==> config.mk <==
export PLATFORM = sky130hd
export DESIGN_NAME = ctu_top
export DESIGN_NICKNAME = d
export VERILOG_FILES = /design/src/rtl/ctu_pkg.sv /design/src/rtl/ctu_top.sv
export SDC_FILE = /design/constraint.sdc
export NUM_CORES = 1
export LEC_CHECK = 0
export CORE_MARGIN = 2
export CORE_UTILIZATION = 55
export DETAILED_ROUTE_END_ITERATION = 12
export DONT_BUFFER_PORTS = 1
export GPL_ROUTABILITY_DRIVEN = 0
export HOLD_SLACK_MARGIN = 0.12
export PLACE_DENSITY_LB_ADDON = 0.08
export SYNTH_ARGS = -nofsm -noshare
export SYNTH_HDL_FRONTEND = slang
export SYNTH_SLANG_ARGS = --single-unit
==> constraint.sdc <==
create_clock -name i_clk -period 1.6 [get_ports i_clk]
set_input_delay 0.08 -clock i_clk [delete_from_list [all_inputs] [get_ports i_clk]]
set_output_delay 0.08 -clock i_clk [all_outputs]
set_load 0.02 [all_outputs]
==> src/rtl/ctu_pkg.sv <==
/*
  Constants, register map and carrier types of the charge/time unit control logic.
  Assumes an Avalon-MM master with 32-bit data and byte addressing.
*/
package ctu_pkg;

  // Register byte offsets
  localparam logic [3:0] CTU_OFF_CTRL_HI = 4'h0;
  localparam logic [3:0] CTU_OFF_CTRL_LO = 4'h4;
  localparam logic [3:0] CTU_OFF_ICON = 4'h8;
  localparam logic [3:0] CTU_OFF_IRQ = 4'hC;

  // Reset values
  localparam logic [7:0] CTU_RST_CTRL_HI = 8'h00;
  localparam logic [7:0] CTU_RST_CTRL_LO = 8'h00;
  localparam logic [7:0] CTU_RST_ICON = 8'h00;
  localparam logic [1:0] CTU_RST_IRQ = 2'h0;

  // High control register fields
  localparam int CTU_HI_UNIT_ENABLE = 7;
  localparam int CTU_HI_RESERVED = 6;
  localparam int CTU_HI_IDLE_STOP = 5;
  localparam int CTU_HI_DELAY_GEN = 4;
  localparam int CTU_HI_EDGE_GATE = 3;
  localparam int CTU_HI_EDGE_ORDER = 2;
  localparam int CTU_HI_DISCHARGE = 1;
  localparam int CTU_HI_CONV_TRIG = 0;

  // Low control register fields
  localparam int CTU_LO_CHAN2_POL = 7;
  localparam int CTU_LO_CHAN2_SEL_HI = 6;
  localparam int CTU_LO_CHAN2_SEL_LO = 5;
  localparam int CTU_LO_CHAN1_POL = 4;
  localparam int CTU_LO_CHAN1_SEL_HI = 3;
  localparam int CTU_LO_CHAN1_SEL_LO = 2;
  localparam int CTU_LO_CHAN2_FLAG = 1;
  localparam int CTU_LO_CHAN1_FLAG = 0;

  // Current register fields
  localparam int CTU_IC_TRIM_HI = 7;
  localparam int CTU_IC_TRIM_LO = 2;
  localparam int CTU_IC_RANGE_HI = 1;
  localparam int CTU_IC_RANGE_LO = 0;

  // Interrupt register fields
  localparam int CTU_IRQ_FLAG = 0;
  localparam int CTU_IRQ_ENABLE = 1;

  // Channel source encodings
  localparam logic [1:0] CTU_SRC_PIN_ONE = 2'h3;
  localparam logic [1:0] CTU_SRC_PIN_TWO = 2'h2;
  localparam logic [1:0] CTU_SRC_CAPTURE_ONE = 2'h1;
  localparam logic [1:0] CTU_SRC_CAPTURE_TWO = 2'h0;

  // Current range encodings
  localparam logic [1:0] CTU_RANGE_X100 = 2'h3;
  localparam logic [1:0] CTU_RANGE_X10 = 2'h2;
  localparam logic [1:0] CTU_RANGE_BASE = 2'h1;
  localparam logic [1:0] CTU_RANGE_OFF = 2'h0;

  typedef struct packed {
    logic source_enable;
    logic discharge;
    logic delay_generation;
    logic signed [5:0] current_trim;
    logic range_x100;
    logic range_x10;
    logic range_base;
  } ctu_analog_t;

endpackage : ctu_pkg

==> src/rtl/ctu_top.sv <==
/*
  Control logic of the charge/time unit: registers on Avalon-MM, edge channels,
  status flags, current source gating, converter trigger and event flag.
  Assumes edge pins are asynchronous; capture triggers and idle come from i_clk logic.
*/
// The Avalon-MM interface to the registers and the register offsets were decided locally.
// Operation
// - High bit 7 enables the whole measurement unit; discharge, trim and range outputs follow their bits even while it is clear.
// - High bit 6 reads zero and ignores writes.
// - High bit 5 set blocks edges, the current source and delay generation while the chip idles.
// - High bit 4 selects delay generation, else measurement mode.
// - High bit 3 clear blocks edges on both channels.
// - High bit 2 set lets channel two act only after channel one.
// - High bit 1 grounds the current source output.
// - High bit 0 enables the converter trigger output.
// - Low bit 7 picks channel two polarity, one high, zero low.
// - Low bits 6-5 pick channel two source among pins and triggers.
// - Low bit 4 picks channel one polarity, one high, zero low.
// - Low bits 3-2 pick channel one source, same encoding.
// - Low bit 1 records a channel two event.
// - Low bit 0 records a channel one event.
// - Current bits 7-2 are a signed trim, zero nominal.
// - Current bits 1-0 select hundred, ten, base or off.
// - Edge inputs act by level, from four possible sources.
// - Current source on only while exactly one flag is set.
// - A flag sets as soon as level matches polarity.
// - Software may set or clear either flag directly.
// - Source turning off raises the event flag, masked to the request.
`timescale 1ns/10ps
`default_nettype none

module ctu_top
  import ctu_pkg::*;
(
  input wire logic i_clk,
  input wire logic i_rst_n,
  input wire logic [3:0] i_avs_address,
  input wire logic i_avs_read,
  input wire logic i_avs_write,
  input wire logic [31:0] i_avs_writedata,
  input wire logic [3:0] i_avs_byteenable,
  output logic [31:0] o_avs_readdata,
  output logic o_avs_waitrequest,
  input wire logic i_edge_pin_one,
  input wire logic i_edge_pin_two,
  input wire logic i_capture_unit_one,
  input wire logic i_capture_unit_two,
  input wire logic i_idle,
  output ctu_analog_t o_analog,
  output logic o_converter_trigger,
  output logic o_irq
);

  function automatic logic pick_source(input logic [1:0] sel, input logic pin_one,
                                       input logic pin_two, input logic cap_one,
                                       input logic cap_two);
    logic v;
    v = cap_two;
    case (sel)
      CTU_SRC_PIN_ONE: v = pin_one;
      CTU_SRC_PIN_TWO: v = pin_two;
      CTU_SRC_CAPTURE_ONE: v = cap_one;
      default: v = cap_two;
    endcase
    return v;
  endfunction : pick_source

  logic ack_q;
  logic [31:0] rdata_q;
  logic [7:0] hi_q;
  logic [7:2] lo_cfg_q;
  logic flag1_q;
  logic flag2_q;
  logic flag1_d;
  logic flag2_d;
  logic [7:0] icon_q;
  logic irq_flag_q;
  logic irq_en_q;
  logic trig_q;
  ctu_analog_t analog_q;
  logic [1:0] pin_s1_q;
  logic [1:0] pin_s2_q;
  logic [1:0] pin_s3_q;
  logic [1:0] pin_f_q;
  logic req;
  logic wr_go;
  logic wr_hi;
  logic wr_lo;
  logic wr_ic;
  logic wr_irq;
  logic running;
  logic edges_ok;
  logic level1;
  logic level2;
  logic match1;
  logic match2;
  logic set1;
  logic set2;
  logic src_d;
  logic [7:0] rd_byte;

  // Bus slave: one wait cycle, write and read answer at the second edge
  assign req = i_avs_read | i_avs_write;
  assign o_avs_waitrequest = req & ~ack_q;
  assign o_avs_readdata = rdata_q;
  assign wr_go = i_avs_write & ack_q & i_avs_byteenable[0];
  assign wr_hi = wr_go & (i_avs_address == CTU_OFF_CTRL_HI);
  assign wr_lo = wr_go & (i_avs_address == CTU_OFF_CTRL_LO);
  assign wr_ic = wr_go & (i_avs_address == CTU_OFF_ICON);
  assign wr_irq = wr_go & (i_avs_address == CTU_OFF_IRQ);

  always_ff @(posedge i_clk or negedge i_rst_n) begin
    if (!i_rst_n) begin
      ack_q <= 1'b0;
    end else begin
      ack_q <= req & ~ack_q;
    end
  end

  always_comb begin
    rd_byte = 8'h00;
    case (i_avs_address)
      CTU_OFF_CTRL_HI: rd_byte = hi_q;
      CTU_OFF_CTRL_LO: rd_byte = {lo_cfg_q, flag2_q, flag1_q};
      CTU_OFF_ICON: rd_byte = icon_q;
      CTU_OFF_IRQ: rd_byte = {6'h00, irq_en_q, irq_flag_q};
      default: rd_byte = 8'h00;
    endcase
  end

  always_ff @(posedge i_clk or negedge i_rst_n) begin
    if (!i_rst_n) begin
      rdata_q <= 32'h0000_0000;
    end else if (i_avs_read && !ack_q) begin
      rdata_q <= {24'h00_0000, rd_byte};
    end
  end

  // Control registers; the reserved bit is never stored
  always_ff @(posedge i_clk or negedge i_rst_n) begin
    if (!i_rst_n) begin
      hi_q <= CTU_RST_CTRL_HI;
    end else if (wr_hi) begin
      hi_q <= i_avs_writedata[7:0] & 8'hBF;
    end
  end

  always_ff @(posedge i_clk or negedge i_rst_n) begin
    if (!i_rst_n) begin
      lo_cfg_q <= CTU_RST_CTRL_LO[7:2];
      icon_q <= CTU_RST_ICON;
    end else begin
      if (wr_lo) begin
        lo_cfg_q <= i_avs_writedata[7:2];
      end
      if (wr_ic) begin
        icon_q <= i_avs_writedata[7:0];
      end
    end
  end

  // Pin synchronisers; a change counts once stages two and three agree
  genvar gi;
  generate
    for (gi = 0; gi < 2; gi++) begin : g_sync
      always_ff @(posedge i_clk or negedge i_rst_n) begin
        if (!i_rst_n) begin
          pin_s1_q[gi] <= 1'b0;
          pin_s2_q[gi] <= 1'b0;
          pin_s3_q[gi] <= 1'b0;
          pin_f_q[gi] <= 1'b0;
        end else begin
          pin_s1_q[gi] <= (gi == 0) ? i_edge_pin_one : i_edge_pin_two;
          pin_s2_q[gi] <= pin_s1_q[gi];
          pin_s3_q[gi] <= pin_s2_q[gi];
          if (pin_s2_q[gi] == pin_s3_q[gi]) begin
            pin_f_q[gi] <= pin_s3_q[gi];
          end
        end
      end
    end
  endgenerate

  // Edge channels, evaluated by level
  assign running = hi_q[CTU_HI_UNIT_ENABLE] &
                   ~(hi_q[CTU_HI_IDLE_STOP] & i_idle);
  assign edges_ok = running & hi_q[CTU_HI_EDGE_GATE];
  assign level1 = pick_source(lo_cfg_q[CTU_LO_CHAN1_SEL_HI:CTU_LO_CHAN1_SEL_LO],
                              pin_f_q[0], pin_f_q[1], i_capture_unit_one,
                              i_capture_unit_two);
  assign level2 = pick_source(lo_cfg_q[CTU_LO_CHAN2_SEL_HI:CTU_LO_CHAN2_SEL_LO],
                              pin_f_q[0], pin_f_q[1], i_capture_unit_one,
                              i_capture_unit_two);
  assign match1 = (level1 == lo_cfg_q[CTU_LO_CHAN1_POL]);
  assign match2 = (level2 == lo_cfg_q[CTU_LO_CHAN2_POL]);
  assign set1 = edges_ok & match1;
  assign set2 = edges_ok & match2 &
                (~hi_q[CTU_HI_EDGE_ORDER] | flag1_q);

  // Status flags: software writes them, a hardware set wins
  assign flag1_d = (wr_lo ? i_avs_writedata[CTU_LO_CHAN1_FLAG] : flag1_q) | set1;
  assign flag2_d = (wr_lo ? i_avs_writedata[CTU_LO_CHAN2_FLAG] : flag2_q) | set2;

  always_ff @(posedge i_clk or negedge i_rst_n) begin
    if (!i_rst_n) begin
      flag1_q <= CTU_RST_CTRL_LO[CTU_LO_CHAN1_FLAG];
      flag2_q <= CTU_RST_CTRL_LO[CTU_LO_CHAN2_FLAG];
    end else begin
      flag1_q <= flag1_d;
      flag2_q <= flag2_d;
    end
  end

  // Analog controls
  assign src_d = (flag1_q ^ flag2_q) & running;

  always_ff @(posedge i_clk or negedge i_rst_n) begin
    if (!i_rst_n) begin
      analog_q <= '0;
    end else begin
      analog_q.source_enable <= src_d;
      analog_q.discharge <= hi_q[CTU_HI_DISCHARGE];
      analog_q.delay_generation <= hi_q[CTU_HI_DELAY_GEN] & running;
      analog_q.current_trim <= $signed(icon_q[CTU_IC_TRIM_HI:CTU_IC_TRIM_LO]);
      analog_q.range_x100 <= (icon_q[CTU_IC_RANGE_HI:CTU_IC_RANGE_LO] == CTU_RANGE_X100);
      analog_q.range_x10 <= (icon_q[CTU_IC_RANGE_HI:CTU_IC_RANGE_LO] == CTU_RANGE_X10);
      analog_q.range_base <= (icon_q[CTU_IC_RANGE_HI:CTU_IC_RANGE_LO] == CTU_RANGE_BASE);
    end
  end
  assign o_analog = analog_q;

  // Converter trigger pulse on channel two flag rising
  always_ff @(posedge i_clk or negedge i_rst_n) begin
    if (!i_rst_n) begin
      trig_q <= 1'b0;
    end else begin
      trig_q <= flag2_d & ~flag2_q & hi_q[CTU_HI_CONV_TRIG] &
                hi_q[CTU_HI_UNIT_ENABLE];
    end
  end
  assign o_converter_trigger = trig_q;

  // Event flag: set on source falling, write one clears, set wins
  always_ff @(posedge i_clk or negedge i_rst_n) begin
    if (!i_rst_n) begin
      irq_flag_q <= CTU_RST_IRQ[CTU_IRQ_FLAG];
      irq_en_q <= CTU_RST_IRQ[CTU_IRQ_ENABLE];
    end else begin
      irq_flag_q <= (analog_q.source_enable & ~src_d) |
                    (irq_flag_q & ~(wr_irq & i_avs_writedata[CTU_IRQ_FLAG]));
      if (wr_irq) begin
        irq_en_q <= i_avs_writedata[CTU_IRQ_ENABLE];
      end
    end
  end
  assign o_irq = irq_flag_q & irq_en_q;
endmodule : ctu_top

`default_nettype wire
==> results.md <==
- Outcome: finished clean
- Switching Fraction: 27.8%
- Fillers: 318
- Sw power: 798 uW
- H-tree depth: 2
- Mean Syn Cell Area: 13.5 um^2
- Via density: around 5.4
- Vias in the first global route: 1323
- Nets: roughly 250
- Final hold violations: 0
- Register area share after synthesis: 58.3%
- Initial antenna violation count: 0
- Count of pins over their slew limit: 0
- HP Class: input port to flop
- Worst r2r src: pin_f_q[0]
- Synth top area share: 58.3%
- Routed vias: ~1400
- Critical path fanouts, max: 3
- CTS tree: built
- Worst setup startpoint: pin_f_q[0]
- Placement Cell Area: 2350 um^2
- Hold Startpoint: i_avs_address[3]
- Drt wl/cell: 16.7 um
- Synth Register Bits: 55
- Routed Wire Length: ~4200 um
- Int Power: roughly 2100 uW
- Largest stage delay, worst path: 0.50 ns
- Worst-case reg-to-reg path depth: 4
- Overall Power: between 2000 and 3000 uW
- DRT iter0 DRCs: 50
- Max Cap Viol: 0
- R2R setup slack: around 0.091 ns
- CP Class: flop to flop
- R2R Path End: o_converter_trigger
- Mapped Area: 2360 um^2
- Mapped Cells: approximately 180
- Area leader, netlist: dfrtp_1
- Die X: 69.5 um
- Synth warn: 0
- CORE AREA: roughly 4100 um^2
- Post-route cell area: 2640 um^2
- Hold path endpoint: o_avs_readdata[7]
- Unrepaired setup endpoints after global routing: yes
- Worst-Skew Late Latency: 0.30 ns
- Top post-synthesis cells by area: dfrtp_1, mux2_2, buf_4, mux4_2, a22o_1
- Sum Neg Setup Slack: 0 ns
- Final Cycle Share: between 90% and 100%
- Die footprint: 4830 um^2
- Clk pwr share: 23.9%
- Critical-path top delay cell: mux4_2
- DRT Pass-1 Iters: 4
- Final hold slack: approximately 0.12 ns
- Detail Route Antenna Nets: 0
- GRT busiest layer: met2
- Lkg Pwr: 0.00128 uW
- CP endpoint kind: flop
- Distinct cell type count after synthesis: 30
- Hold depth: 3
- Ant. Diodes: 0
- DPL Wire Length: 2940 um
- Gr usage total: 18.3%
- Drc violations: 0
- Largest net degree at the start of global routing: 56
- Count of final setup violators: 0
- Post-CTS sizing: 0
- Site row count: 23
- Seq pwr share: 61.3%
- Clk slew on worst S/H paths: about 0.090 ns
- Top FF cell, synth: dfrtp_1
- Peak supply drop: 0.641 mV
- CTS Root Cell: clkbuf_8
- Met1 Track Usage GR: 23.3%
- M3 GR Usage: around 6.8%
- Startpoint Class: flop
- Tmin final: 1.51 ns
- Fmax achieved: 663 MHz
- Chip Height: 69.5 um
- Pwr Density: around 1100 nW/um^2
- Most frequent cell after synthesis: dfrtp_1
- Clock skew: 0.00548 ns
- # port buffers: 0
- WP data required: 1.83 ns
- First-pass GRT wire length: 6740 um
- TritonCTS buffer count: 5
- Fraction of registers with async set/reset: 100%
- Top-Level Pins: 96
- Share of layout cells above drive strength 1: 20.9%
- EDFF count, synth: 0
- Layout overhead on the synthesized area: 11.7%
- Worst path cell trace: mux4_2 -> xor2_1 -> o31a_1 -> nor3_2
- Worst EP arrival: 1.74 ns
- Combinational Power Share: 14.8%
- Post-layout util: 65.0%
- Clock net sink count: 55
- Initial core utilization: 58.2%
- Buffer levels on the longest clock path: 2
- Commonest cells post-synth: dfrtp_1, buf_4, mux2_2, nand2_1, a22o_1
- Met2 Use GR: between 20% and 30%
- Final global-route overflow total: 0
## per-stage QoR
stage          instances  setup slack (ns)
2_1_floorplan        198             0.130
3_3_place_gp         225            0.0510
3_5_place_dp         225            0.0176
4_1_cts              250            0.0247
5_1_grt              251           -0.0113
6_report             251            0.0909
## area by class of cell
cell class	instances	area [um^2]	area share [%]
clock buffers	6	72.6	2.75
inverters	1	3.75	0.142
multi-input cells	114	870	33.0
flip-flops and latches	55	1380	52.2
well taps	50	62.6	2.37
repair buffers	25	253	9.58
## power groups by stage
stage	combinational (uW)	clock (uW)	sequential (uW)
6_report	426	687	1760
4_1_cts	426	706	1770
3_5_place_dp	340	0	1790
3_3_place_gp	330	0	1780
2_1_floorplan	345	0	1750
5_1_grt	467	768	1790
## worst max path at each step
stage                           to  cells past startpoint
2_1_floorplan  o_converter_trigger                      4
3_3_place_gp   o_converter_trigger                      4
3_5_place_dp   o_converter_trigger                      4
4_1_cts        o_converter_trigger                      4
5_1_grt        o_converter_trigger                      4
6_report       o_converter_trigger                      4
## worst max-delay path: cells and delay by family, from the launching register on
| family | cells | cell delay, ns |
|---|---|---|
| compound gates | 1 | 0.26 |
| xor+xnor | 1 | 0.16 |
| flops | 1 | 0.41 |
| mux | 1 | 0.50 |
| simple gates | 1 | 0.11 |
## per-layer routing
| layer | share of wire [%] | vias to the layer above |
|---|---|---|
| li1 | - | 614 |
| met1 | 43 | 684 |
| met2 | 48 | 59 |
| met3 | 7.7 | 8 |
| met4 | 1.5 | 0 |
| met5 | 0 | - |
## registers in the layout, indices dropped and copies added, names as in the netlist, 2 cells and up
register,count
o_analog,12
icon_q,8
o_avs_readdata,8
hi_q,7
lo_cfg_q,6
pin_f_q,2
pin_s1_q,2
pin_s2_q,2
pin_s3_q,2
## kinds of logic after synthesis
family | count (synthesis) | synth area share [%]
XOR/XNOR | 3 | 1.11
adder cells (fa/ha/maj) | 2 | 0.848
multiplexers | 32 | 16.9
AND/OR/NAND/NOR | 35 | 8.69
flip-flops | 55 | 58.3
buffers and inverters | 29 | 8.53
other | 1 | 0.159
AO/OA/AOI/OAI | 18 | 5.51
## cell usage in the layout (no fill, tap or decap)
cell	instances
dfrtp_1	55
conb_1	24
mux2_2	22
dlygate4sd3_1	18
nand2_1	13
a22o_1	9
o21ai_0	7
mux2i_1	6
buf_4	6
clkbuf_8	5
nor2_1	4
mux4_2	4
nor2b_1	4
xor2_1	3
nand3_1	3
and2_1	3
maj3_1	2
a21boi_0	1
and3_1	1
nor4b_2	1
o31a_1	1
inv_1	1
nor3_2	1
or2_1	1
nand4_1	1
nand2b_1	1
nand3b_2	1
nor4_4	1
clkbuf_1	1
buf_16	1
## repair_timing
| item | 4_1_cts | 5_1_grt |
|---|---|---|
| hold buffers | 18 | 1 |
| endpoints found under the hold margin | 88 | 1 |
| buffers inserted | 1 | 0 |
| pin swaps | 0 | 1 |
| endpoints found under the setup margin | 1 | 1 |
Power figures use the tool's default switching activity.
